--- src/core/framer_cfg.svh ---
// constants for the capture record framer: type codes, field positions, sizes
`ifndef FRAMER_CFG_SVH
`define FRAMER_CFG_SVH

// record type codes carried in the low seven bits of the type byte
`define ETHERNET_RECORD_TYPE 7'h02
`define COLOURED_ETHERNET_RECORD_TYPE 7'h0B
`define FILTER_COLOURED_ETHERNET_RECORD_TYPE 7'h10
// range held back for user extensions and internal use
`define RESERVED_TYPE_LO 7'h20
`define RESERVED_TYPE_HI 7'h2F

// field positions
`define TYPE_CODE_MSB 6
`define EXT_PRESENT_BIT 7

// byte index of each field inside the fixed header
`define HDR_IDX_TYPE 4'h8
`define HDR_IDX_FLAGS 4'h9
`define HDR_IDX_RLEN 4'hA
`define HDR_IDX_LOSS 4'hC
`define HDR_IDX_WLEN 4'hE
`define HDR_IDX_LAST 4'hF

// sizes in bytes, plus the extension count width in bits
`define FIXED_HDR_BYTES 16'h0010
`define EXT_HDR_BYTES 16'h0008
`define OFFPAD_BYTES 16'h0002
`define EXT_CNT_W 3

// value driven into the offset and pad bytes, and the loss count saturation limit
`define FILL_BYTE 8'h00
`define LOSS_MAX 16'hFFFF

// buffer shape: eight data bits plus an end-of-record flag
`define BUF_WIDTH 9
`define BUF_DEPTH 32

`endif

--- src/core/framer_pkg.sv ---
// types shared by the capture record framer
package framer_pkg;

    // which Ethernet record flavour to build
    typedef enum logic [1:0] {
        KIND_PLAIN,
        KIND_COLOUR,
        KIND_FILTER_COLOUR
    } record_kind_t;

    // emission phases of one record
    typedef enum logic [2:0] {
        ST_IDLE,
        ST_FIXED,
        ST_EXT,
        ST_OFFSET,
        ST_PAD,
        ST_PAYLOAD
    } framer_state_t;

    // whole state of the framer
    typedef struct packed {
        framer_state_t st;
        logic [15:0] cnt;
        logic [6:0] code;
        logic [2:0] ext_tot;
        logic [7:0] flags;
        logic [63:0] ts;
        logic [15:0] rlen;
        logic [15:0] lfield;
        logic [15:0] wlen;
        logic [15:0] pay_left;
        logic [15:0] loss;
    } framer_regs_t;

endpackage

--- src/core/byte_stream_if.sv ---
// valid/ready stream carrier between the framer and its buffer
`timescale 1ns/1ps
`default_nettype none

interface byte_stream_if #(parameter int W = 9) ();
    logic valid;
    logic ready;
    logic [W-1:0] data;

    modport src (output valid, output data, input ready);
    modport snk (input valid, input data, output ready);
endinterface

`default_nettype wire

--- src/core/record_fifo.sv ---
// buffer between the framer and the host path, read data from a register
`timescale 1ns/1ps
`default_nettype none

module record_fifo #(
    parameter int WIDTH = 9,
    parameter int DEPTH = 32
) (
    input wire logic core_clk,
    input wire logic rst_sync_b,
    byte_stream_if.snk wr,
    byte_stream_if.src rd
);
    localparam int AW = $clog2(DEPTH);

    typedef struct packed {
        logic [DEPTH-1:0][WIDTH-1:0] mem;
        logic [AW-1:0] wp;
        logic [AW-1:0] rp;
        logic [AW:0] cnt;
        logic [WIDTH-1:0] out;
        logic out_v;
    } fifo_regs_t;

    fifo_regs_t q_reg;
    fifo_regs_t q_next;
    logic do_wr;
    logic do_ld;

    // full stalls the writer, output stage refills when empty or taken
    assign wr.ready = (q_reg.cnt != (AW+1)'(DEPTH));
    assign rd.valid = q_reg.out_v;
    assign rd.data = q_reg.out;
    assign do_wr = wr.valid && wr.ready;
    assign do_ld = (q_reg.cnt != '0) && (!q_reg.out_v || rd.ready);

    // next state of storage, pointers and output stage
    always_comb begin
        q_next = q_reg;
        if (do_wr) begin
            q_next.mem[q_reg.wp] = wr.data;
            q_next.wp = q_reg.wp + 1'b1;
        end
        if (do_ld) begin
            q_next.out = q_reg.mem[q_reg.rp];
            q_next.out_v = 1'b1;
            q_next.rp = q_reg.rp + 1'b1;
        end else if (rd.ready) begin
            q_next.out_v = 1'b0;
        end
        q_next.cnt = q_reg.cnt + (AW+1)'(do_wr) - (AW+1)'(do_ld);
    end

    always_ff @(posedge core_clk or negedge rst_sync_b) begin
        if (!rst_sync_b) begin
            q_reg <= '0;
        end else begin
            q_reg <= q_next;
        end
    end
endmodule

`default_nettype wire

--- src/core/ethernet_capture_record_framer.sv ---
// ethernet capture record framer: builds header, extensions, offset, pad, payload
// Summary of operation
// - low seven type bits carry the record code, 2 for plain Ethernet records
// - type bit 7 set exactly when one or more extension headers follow
// - never emit the reserved type codes 32 to 47
// - coloured variant uses code 11, colour sits in the loss-count field
// - filter-coloured variant uses code 16, filter colour in loss-count field
// - one pad byte after offset, frame follows at once, IP header 32-bit aligned
// - payload equals record length minus 16, extensions, and 2 offset/pad bytes
// - record length is total record bytes, next record starts that far on
// - plain records carry packets dropped on host overload since previous record
// - each extension header is 8 bytes, type bit 7 flags a further one
`include "framer_cfg.svh"
`timescale 1ns/1ps
`default_nettype none

module ethernet_capture_record_framer (
    input wire logic core_clk,
    input wire logic rst_b,
    input wire logic hdr_valid,
    output logic hdr_ready,
    input wire framer_pkg::record_kind_t hdr_kind,
    input wire logic [63:0] hdr_timestamp,
    input wire logic [7:0] hdr_flags,
    input wire logic [15:0] hdr_wire_len,
    input wire logic [15:0] hdr_colour,
    input wire logic [2:0] hdr_ext_count,
    input wire logic [15:0] hdr_capture_len,
    input wire logic drop_pulse,
    input wire logic in_valid,
    output logic in_ready,
    input wire logic [7:0] in_data,
    output logic out_valid,
    input wire logic out_ready,
    output logic [7:0] out_data,
    output logic out_last
);
    // ------------------------------------------------------------
    // reset release
    // ------------------------------------------------------------
    logic rst_meta_reg;
    logic rst_sync_b;

    // async assert, release through two flops
    always_ff @(posedge core_clk or negedge rst_b) begin
        if (!rst_b) begin
            rst_meta_reg <= 1'b0;
            rst_sync_b <= 1'b0;
        end else begin
            rst_meta_reg <= 1'b1;
            rst_sync_b <= rst_meta_reg;
        end
    end

    // ------------------------------------------------------------
    // record builder
    // ------------------------------------------------------------
    framer_pkg::framer_regs_t q_reg;
    framer_pkg::framer_regs_t q_next;
    byte_stream_if #(.W(`BUF_WIDTH)) push ();
    byte_stream_if #(.W(`BUF_WIDTH)) pop ();
    logic take_hdr;
    logic do_push;
    logic push_last;
    logic [7:0] push_byte;
    logic [7:0] hdr_byte;
    logic ext_more;
    logic [15:0] ext_bytes;
    logic [6:0] kind_code;

    assign hdr_ready = (q_reg.st == framer_pkg::ST_IDLE);
    assign take_hdr = hdr_valid && hdr_ready;
    assign ext_bytes = {10'h000, q_reg.ext_tot, 3'h0};
    assign ext_more = (q_reg.cnt[5:3] != (q_reg.ext_tot - 3'h1));
    assign in_ready = ((q_reg.st == framer_pkg::ST_EXT) || (q_reg.st == framer_pkg::ST_PAYLOAD))
        && push.ready;
    assign do_push = push.valid && push.ready;

    // code chosen only from the three Ethernet flavours
    always_comb begin
        case (hdr_kind)
            framer_pkg::KIND_COLOUR: kind_code = `COLOURED_ETHERNET_RECORD_TYPE;
            framer_pkg::KIND_FILTER_COLOUR: kind_code = `FILTER_COLOURED_ETHERNET_RECORD_TYPE;
            default: kind_code = `ETHERNET_RECORD_TYPE;
        endcase
    end

    // fixed header byte by index, most significant byte first
    always_comb begin
        case (q_reg.cnt[3:0])
            4'h0: hdr_byte = q_reg.ts[63:56];
            4'h1: hdr_byte = q_reg.ts[55:48];
            4'h2: hdr_byte = q_reg.ts[47:40];
            4'h3: hdr_byte = q_reg.ts[39:32];
            4'h4: hdr_byte = q_reg.ts[31:24];
            4'h5: hdr_byte = q_reg.ts[23:16];
            4'h6: hdr_byte = q_reg.ts[15:8];
            4'h7: hdr_byte = q_reg.ts[7:0];
            `HDR_IDX_TYPE: hdr_byte = {(q_reg.ext_tot != 3'h0), q_reg.code};
            `HDR_IDX_FLAGS: hdr_byte = q_reg.flags;
            4'hA: hdr_byte = q_reg.rlen[15:8];
            4'hB: hdr_byte = q_reg.rlen[7:0];
            4'hC: hdr_byte = q_reg.lfield[15:8];
            4'hD: hdr_byte = q_reg.lfield[7:0];
            4'hE: hdr_byte = q_reg.wlen[15:8];
            default: hdr_byte = q_reg.wlen[7:0];
        endcase
    end

    // byte offered to the buffer in each phase
    always_comb begin
        push.valid = 1'b0;
        push_byte = `FILL_BYTE;
        push_last = 1'b0;
        case (q_reg.st)
            framer_pkg::ST_FIXED: begin
                push.valid = 1'b1;
                push_byte = hdr_byte;
            end
            framer_pkg::ST_EXT: begin
                push.valid = in_valid;
                push_byte = in_data;
                if (q_reg.cnt[2:0] == 3'h0) begin
                    push_byte = {ext_more, in_data[6:0]};
                end
            end
            framer_pkg::ST_OFFSET: begin
                push.valid = 1'b1;
            end
            framer_pkg::ST_PAD: begin
                push.valid = 1'b1;
                push_last = (q_reg.pay_left == 16'h0000);
            end
            framer_pkg::ST_PAYLOAD: begin
                push.valid = in_valid;
                push_byte = in_data;
                push_last = (q_reg.pay_left == 16'h0001);
            end
            default: begin
                push.valid = 1'b0;
            end
        endcase
    end
    assign push.data = {push_last, push_byte};

    // phase sequencing and loss counting
    always_comb begin
        q_next = q_reg;
        // drop counter saturates; a drop in the snapshot cycle is kept
        if (take_hdr) begin
            q_next.loss = drop_pulse ? 16'h0001 : 16'h0000;
        end else if (drop_pulse && (q_reg.loss != `LOSS_MAX)) begin
            q_next.loss = q_reg.loss + 16'h0001;
        end
        case (q_reg.st)
            framer_pkg::ST_IDLE: begin
                if (take_hdr) begin
                    q_next.st = framer_pkg::ST_FIXED;
                    q_next.cnt = 16'h0000;
                    q_next.code = kind_code;
                    q_next.ext_tot = hdr_ext_count;
                    q_next.flags = hdr_flags;
                    q_next.ts = hdr_timestamp;
                    q_next.wlen = hdr_wire_len;
                    q_next.pay_left = hdr_capture_len;
                    q_next.lfield = (hdr_kind == framer_pkg::KIND_PLAIN) ? q_reg.loss
                        : hdr_colour;
                    q_next.rlen = `FIXED_HDR_BYTES + {10'h000, hdr_ext_count, 3'h0}
                        + `OFFPAD_BYTES + hdr_capture_len;
                end
            end
            framer_pkg::ST_FIXED: begin
                if (do_push) begin
                    q_next.cnt = q_reg.cnt + 16'h0001;
                    if (q_reg.cnt[3:0] == `HDR_IDX_LAST) begin
                        q_next.cnt = 16'h0000;
                        q_next.st = (q_reg.ext_tot != 3'h0) ? framer_pkg::ST_EXT
                            : framer_pkg::ST_OFFSET;
                    end
                end
            end
            framer_pkg::ST_EXT: begin
                if (do_push) begin
                    q_next.cnt = q_reg.cnt + 16'h0001;
                    if (q_reg.cnt == ext_bytes - 16'h0001) begin
                        q_next.st = framer_pkg::ST_OFFSET;
                    end
                end
            end
            framer_pkg::ST_OFFSET: begin
                if (do_push) begin
                    q_next.st = framer_pkg::ST_PAD;
                end
            end
            framer_pkg::ST_PAD: begin
                if (do_push) begin
                    q_next.st = (q_reg.pay_left == 16'h0000) ? framer_pkg::ST_IDLE
                        : framer_pkg::ST_PAYLOAD;
                end
            end
            framer_pkg::ST_PAYLOAD: begin
                if (do_push) begin
                    q_next.pay_left = q_reg.pay_left - 16'h0001;
                    if (q_reg.pay_left == 16'h0001) begin
                        q_next.st = framer_pkg::ST_IDLE;
                    end
                end
            end
            default: begin
                q_next.st = framer_pkg::ST_IDLE;
            end
        endcase
    end

    always_ff @(posedge core_clk or negedge rst_sync_b) begin
        if (!rst_sync_b) begin
            q_reg <= '0;
        end else begin
            q_reg <= q_next;
        end
    end

    // ------------------------------------------------------------
    // output buffer
    // ------------------------------------------------------------
    record_fifo #(.WIDTH(`BUF_WIDTH), .DEPTH(`BUF_DEPTH)) u_fifo (
        .core_clk(core_clk),
        .rst_sync_b(rst_sync_b),
        .wr(push.snk),
        .rd(pop.src)
    );

    assign pop.ready = out_ready;
    assign out_valid = pop.valid;
    assign out_data = pop.data[7:0];
    assign out_last = pop.data[8];

    logic type_slot;
    assign type_slot = do_push && (q_reg.st == framer_pkg::ST_FIXED)
        && (q_reg.cnt[3:0] == `HDR_IDX_TYPE);
endmodule

`default_nettype wire

--- config.mk ---
export PLATFORM = sky130hd
export DESIGN_NAME = ethernet_capture_record_framer
export DESIGN_NICKNAME = d
export VERILOG_FILES = /design/src/core/framer_pkg.sv /design/src/core/byte_stream_if.sv /design/src/core/record_fifo.sv /design/src/core/ethernet_capture_record_framer.sv
export VERILOG_INCLUDE_DIRS = /design/src /design/src/core
export SDC_FILE = /design/constraint.sdc
export NUM_CORES = 1
export LEC_CHECK = 0
export ABC_CLOCK_PERIOD_IN_PS = 16670
export BUFFER_PORTS_ARGS = -buffer_cell sky130_fd_sc_hd__buf_4
export CORE_ASPECT_RATIO = 1.2
export CORE_MARGIN = 2
export CORE_UTILIZATION = 35
export CTS_CLUSTER_SIZE = 40
export DETAILED_ROUTE_END_ITERATION = 16
export PLACE_DENSITY = 0.63
export SYNTH_ARGS = -nofsm -noshare
export SYNTH_HDL_FRONTEND = slang
export SYNTH_HIERARCHICAL = 1
export SYNTH_SLANG_ARGS = --single-unit
--- constraint.sdc ---
create_clock -name core_clk -period 16.67 [get_ports core_clk]
set_input_delay 1.667 -clock core_clk [delete_from_list [all_inputs] [get_ports core_clk]]
set_output_delay 1.667 -clock core_clk [all_outputs]
set_load 0.05 [all_outputs]
Word-level counts from Yosys, hierarchy flattened
Index checks and enable logic that the tools add are counted.
{ "totals": {"regBits": 497, "input_bits": 139, "output_inout_bits": 12} }
{ "op_classes": {"add_sub_neg": 12, "n_lt_le_gt_ge": 3, "eq_ne": 36, "mux": 32, "reduce_logical": 26} }
{ "op_table": {"columns": ["op", "n"], "rows": [
  ["$bwmux W288", 1],
  ["$mux W165", 1],
  ["$pmux W8 S15", 1],
  ["$mux W16", 4],
  ["$mux W19", 3],
  ["$pmux W16 S3", 1],
  ["$bmux W9 S5", 1],
  ["$demux W9 S5", 1],
  ["$add A16 B1 Y16 const B", 2],
  ["$eq A4 B4 Y1 const B", 8],
  ["$pmux W16 S2", 1],
  ["$pmux W8 S3", 1],
  ["$mux W3", 6],
  ["$mux W9", 2],
  ["$pmux W3 S6", 1],
  ["$add A8 B16 Y16", 1],
  ["$eq A16 B1 Y1 const B", 1],
  ["$eq A16 B16 Y1", 1],
  ["$eq A4 B3 Y1 const B", 4],
  ["$logic_not A16 Y1", 1],
  ["$ne A16 B16 Y1 const B", 1],
  ["$ne A2 B1 Y1 const B", 8],
  ["$sub A16 B1 Y16 const B", 1],
  ["$lt A5 B6 Y1 const B", 2],
  ["other kinds (37)", 55]
]} }

Logic depth before layout (Yosys ltp)
Gate-level depths: netlist of the first run.
{ "logic_depth": {"depth_word": 6, "depth_mapped": 15, "mapped_depth_nobuf": 13} }

By module
Netlist of the first run, hierarchy kept.
{ "by_module_without_submodules": {"columns": ["module", "instances", "cells_each", "area_each_um2", "seq_area_each_um2"], "rows": [
  ["record_fifo", 1, 986, 14580.2, 7857.5],
  ["ethernet_capture_record_framer", 1, 1117, 9502.9, 4479.3]
]} }

Worst setup path before layout of the first run
Ideal clock, no wire load.
{ "synth_timing": {"kind": "input to register", "startpoint": "input out_ready", "endpoint": "register u_fifo/q_reg[15] (netlist name)", "arrival_ps": 3752, "slack_ps": 12779, "stages": 11, "n_path_buf": 2, "cell_sequence": "nand2b_1 -> and2_1 -> clkbuf_1 -> clkbuf_1 -> ha_1 -> inv_1 -> ha_1 -> a21o_1 -> a21o_1 -> a2111oi_0 -> a311oi_1"} }
{ "synth_rtl": {"columns": ["element", "line", "rtl"], "rows": [
  ["start: declaration", "ethernet_capture_record_framer.sv:34", "input wire logic out_ready,"],
  ["end signal: assignment", "record_fifo.sv:58", "q_reg <= q_next;"],
  ["end: declaration", "record_fifo.sv:25", "fifo_regs_t q_reg;"]
]} }

==> results of run 1 <==
-- layer usage --
layer	up-vias	routed length (um)	share of wire
li1	7731	-	-
met1	8567	26900	0.42
met2	511	32000	0.50
met3	110	2900	0.045
met4	0	1990	0.031
met5	-	0	0
-- synthesized netlist by cell type, types with 7 or more instances --
cell,count,area (um2)
or3_1,10,62.6
nor4_1,9,56.3
o211ai_1,8,60.1
a22oi_1,22,165
clkbuf_1,87,327
o31ai_1,8,60.1
nand3_1,36,180
buf_6,8,90.1
o22ai_1,31,194
buf_1,8,30.0
or4_1,9,67.6
buf_4,13,97.6
dfrtp_1,493,12300
o21ai_0,65,325
xnor2_1,14,123
xor2_1,18,158
a21o_1,9,67.6
mux2_2,298,3360
a211oi_1,25,188
nor3_1,18,90.1
buf_2,23,115
ha_1,32,400
a21oi_1,71,355
nand4_1,14,87.6
a222oi_1,12,120
mux4_2,44,991
nand2_1,361,1360
and3_1,10,62.6
nor3b_1,7,52.6
mux2i_1,76,761
inv_1,37,139
nand2_2,24,150
and2_1,9,56.3
a221oi_1,16,140
nor2_1,72,270
-- power breakdown --
group / switching, mW / leakage, nW / internal (mW) / total (mW)
logic: 1.01 / 5.70 / 0.707 / 1.72
registers: 0.312 / 6.47 / 1.62 / 1.93
clock network: 0.496 / 0.860 / 0.686 / 1.18
total: 1.82 / 13.0 / 3.01 / 4.83
-- area by class of cell --
type,instances,area [um2],share of cell area
repair buffers,178,1350,0.0488
multi-input cells,1431,10900,0.396
flip-flops and latches,493,12300,0.446
well taps,909,1140,0.0411
clock inverters,24,292,0.0105
clock buffers,68,1440,0.0520
inverters,38,143,0.00516
-- per-stage QoR --
stage                     hold WS (ps)  worst slack (ps)  area, um2
final                              348             11760      27700
after global routing               366             11560      27700
after CTS                          355             11770      27700
after detailed placement           339             12280      25900
after global placement             334             12320      25900
after floorplan                    331              1910      24100
-- logic make-up (layout without fill, tap and decap cells) --
logic type      count (synthesis)  in the layout  share of synthesized area
xor+xnor                       33             33                     0.0126
flops                         493            493                      0.512
buf+inv                       179            308                     0.0350
mux                           423            423                      0.215
compound gates                321            321                     0.0894
fa+ha+maj                      33             33                     0.0175
other cells                     1              1                   0.000156
simple gates                  620            620                      0.118
-- worst reg2reg max path: stages, from the launching register on --
cell	delay (ps)
dfrtp_1	490
inv_1	110
ha_1	220
buf_4	260
a2111oi_2	770
a211oi_1	90
a41oi_1	290
a211o_1	920
mux2_2	330
-- worst paths after layout --
check | from | end | slack [ps] | cells after the start
worst min register to register | rst_sync_b | u_fifo/q_reg[66] | 350 | 0
worst min-delay path | rst_sync_b | u_fifo/q_reg[66] | 350 | 0
worst max-delay path | q_reg[180] | in_ready | 11760 | 5
worst max register to register | q_reg[162] | u_fifo/q_reg[285] | 13080 | 8
min in group core_clk | rst_meta_reg | rst_sync_b | 350 | 0
max in group asynchronous | rst_sync_b | u_fifo/q_reg[16] | 13190 | 3
==> impl_metrics.toml, run 1 <==
[cells_and_area]
most-common-layout-cells = "dfrtp_1, nand2_1, mux2_2"
drive_gt1_frac = 0.295
n_antenna_cell = 0
syn_to_final_growth_pct = 14.8
largest_reg_flops = 304
fin_nets = 2364
mostFrequentLayoutCell = "dfrtp_1"
fillers = 6476
final_cells = 3141
final_core_util = 0.406

[clocking]
insertion_delay_ps = 610
cts-root-buf = "clkbuf_16"
cts.sink_count = 493
clk_pin_slew_ps = 60
h-tree-depth = 2
post_cts_resized = 0
clockBufferDepth = 3
hold_buffers = 0
cts_tree = "done"
cts_buffers = 50
postCtsSetupBuffers = 0

[floorplan]
die_area_um2 = 70900
start_util = 0.353
die_h_um = 291
rows = 105
core_um2 = 68200
pin_count = 151
die_x_um = 243

[power_and_ir_drop]
fin_total_pwr_mw = 4.83
p_per_area_nw_per_um2 = 175
ir_drop_mv = 0.0854
power.leakage_nw = 13.0

[sta]
period_share = 0.295
period_needed_ps = 4910
tightest_slew_ps = 1170
relSlewSlack = 0.223
setup-tns-final_ps = 0
drv_slew = 0
fmax_mhz = 204
finalSetupViolCount = 0
finalHoldViolCount = 0
fin_skew_ps = 54.4
grt_setup_unrepaired = "false"

[worst_hold_path]
hold_path.class = "register to asynchronous set/reset pin"

[critical_path]
crit_top_cell = "nand2_1"
crit_slowest_cell = "dfrtp_1"
crit_arrival_ps = 3250
path_buf_inv = 1
slowest_delay_ps = 850
cp_cell_sequence = "nor2b_1 > nand2_1 > nand2_1 > and2_1 > buf_4"
path_class = "register to primary output"
cp-start-kind = "register"
crit_family = "simple AND/OR/NAND/NOR gates"
end_kind = "primary output"
crit_fanout = 23
crit_required_ps = 15000

[yosys]
synth-seq-cells = 493
synth.distinct_cells = 80
synth_edf_count = 0
syn_inst = 2103
ys.flop_type = "dfrtp_1"
ys_warn_count = 6
synth_fp_nets = 2275
syn_area_um2 = 24100
seq_area_frac_synth = 0.512
synthArstFlopShare = 1.00
avgSynthCellArea_um2 = 11.5

[grt]
antenna_found_initial = 0
globalRouteMet1Util = 0.230
met3_usage = 0.0253
gr-usage-met2 = 0.309
track_usage = 0.179
grt_first_pass_wirelength_mm = 101
grt_busiest_layer = "met2"
grt_max_degree = 163
grt_remaining_overflow = 0
grt_pass1_vias = 17600

[drt]
drtIter0Drc = 1322
drc = 0
ant_nets = 0
route.vias.total = 16900
viasPerCell = 5.39
drt_pre_antenna_iters = 7
wl_per_cell_um = 20.3
drt_wl_total_mm = 63.8

[placed_design]
dp_hpwl_mm = 42.6
io_buffers = 150
place_inst = 3049
gp_congestion = 0.878

[run]
cap_violations = 0

[run_status]
status = "finished, final reports clean"
(Power assumes the default switching activity.)
==> inputs of run 2 (changes only) <==
--- a/config.mk
+++ b/config.mk
@@ -6,7 +6,7 @@
 export SDC_FILE = /design/constraint.sdc
 export NUM_CORES = 1
 export LEC_CHECK = 0
-export ABC_CLOCK_PERIOD_IN_PS = 16670
+export ABC_CLOCK_PERIOD_IN_PS = 4980
 export BUFFER_PORTS_ARGS = -buffer_cell sky130_fd_sc_hd__buf_4
 export CORE_ASPECT_RATIO = 1.2
 export CORE_MARGIN = 2
==> constraint.sdc (replaced) <==
create_clock -name core_clk -period 4.98 [get_ports core_clk]
set_input_delay 0.498 -clock core_clk [delete_from_list [all_inputs] [get_ports core_clk]]
set_output_delay 0.498 -clock core_clk [all_outputs]
set_load 0.05 [all_outputs]
==> impl_metrics.toml, run 2 (synthesis gave the netlist of run 1 again) <==
[critical_path]
crit_arrival_ps = 4310
end_kind = "register"
crit_required_ps = 5530
r2r_start = "q_reg[162]"
cp-start-kind = "register"
worstSetupStartpoint = "q_reg[162]"
path_class = "register to register"
crit_fanout = 32

[power_and_ir_drop]
intPower_mw = 10.0
ir_drop_mv = 0.316
fin_total_pwr_mw = 16.0
clockPowerShare = 0.242
switching_share = 0.376
p_switching_mw = 6.03
combPwrFrac = 0.350
p_per_area_nw_per_um2 = 579
power.leakage_nw = 13.0
pwr-share-seq = 0.408

[drt]
route.vias.total = 17000
drt_pre_antenna_iters = 6
ant_nets = 0
drc = 0
drtIter0Drc = 1298
wl_per_cell_um = 20.3
drt_wl_total_mm = 63.7
viasPerCell = 5.41

[placed_design]
place_inst = 3049
io_buffers = 150
dp_hpwl_mm = 43.5
gp_congestion = 0.898

[sta]
drv_slew = 0
period_share = 0.755
setup-tns-final_ps = 0
finalHoldViolCount = 0
fin_skew_ps = 24.9
relSlewSlack = 0.197
fmax_mhz = 266
grt_setup_unrepaired = "false"
hold-worst-slack_ps = 86.5
period_needed_ps = 3760
tightest_slew_ps = 1210
finalSetupViolCount = 0

[grt]
grt_remaining_overflow = 0
grt_pass1_vias = 17600
grt_max_degree = 160
track_usage = 0.179
grt_first_pass_wirelength_mm = 101
antenna_found_initial = 1

[cells_and_area]
most-common-layout-cells = "dfrtp_1, nand2_1, mux2_2"
final_core_util = 0.406
drive_gt1_frac = 0.294
largest_reg_flops = 304
mostFrequentLayoutCell = "dfrtp_1"
fin_nets = 2365
final_cells = 3142
syn_to_final_growth_pct = 15.0

[clocking]
cts_tree = "done"
insertion_delay_ps = 610
clockBufferDepth = 3
postCtsSetupBuffers = 0
hold_buffers = 1
cts.sink_count = 493
cts_buffers = 50
clk_pin_slew_ps = 60
post_cts_resized = 0
h-tree-depth = 2
cts-root-buf = "clkbuf_16"

[floorplan]
pin_count = 151
die_x_um = 243
core_um2 = 68200
rows = 105
die_area_um2 = 70900
start_util = 0.353
die_h_um = 291

[worst_hold_path]
hp-start = "hdr_timestamp[19]"
hold_path.class = "input pin to register"

[run_status]
status = "finished, final reports clean"

[run]
cap_violations = 0
[run 2: cell count changes in the layout (fill, tap and decap cells not counted)]
cell	before	now
a22o_2	1	0
bufinv_16	5	4
inv_6	3	2
buf_12	1	6
buf_4	177	172
clkbuf_8	12	11
nor3_1	16	17
a22o_1	3	4
clkinv_2	12	14
nor3_2	4	3
clkinv_8	0	2
clkinv_4	2	0
dlygate4sd3_1	0	1
diode_2	0	1
[run 2: final timing paths]
kind,end,slack [ps],cells after the start
max reg2reg,u_fifo/q_reg[179],1220,8
min,q_reg[99],90,3
max,u_fifo/q_reg[179],1220,8
min in group asynchronous,rst_meta_reg,220,2
min reg2reg,rst_sync_b,350,0
max in group asynchronous,q_reg[49],3230,1
[run 2: per-layer routing]
metal,track usage,share of wire,vias to the layer above
met4,0.0724,0.039,0
li1,-,-,7720
met5,0,0,-
met2,0.307,0.50,546
met1,0.228,0.42,8607
met3,0.0247,0.047,117
[run 2: power by group through the flow]
stage	sequential, mW	clock [mW]	combinational, mW
floorplan	6.07	0	4.45
global placement	6.53	0	5.45
detailed placement	6.61	0	5.62
CTS	6.55	3.96	5.65
global route	6.71	4.11	6.14
finish	6.55	3.87	5.61
[run 2: stage by stage]
stage          area (um2)  setup WS [ps]
2_1_floorplan       24100            172
3_3_place_gp        26000           1410
3_5_place_dp        26000           1280
4_1_cts             27700           1270
5_1_grt             27700           1000
6_report            27700           1220
[run 2: cell type report]
class	count	area, um2
antenna	1	2.50
clock buffer	67	1430
clock inverter	24	278
fill	6433	40500
inverter	38	143
multi-input combinational	1431	10900
sequential	493	12300
tap	909	1140
timing repair buffer	179	1420
[run 2: critical path, cell delays in order (launching register included)]
cell	delay [ps]
dfrtp_1	460
inv_1	130
ha_1	960
nor2b_1	500
and3_1	240
a2111oi_0	60
a31oi_1	210
a21o_1	800
mux2_2	320
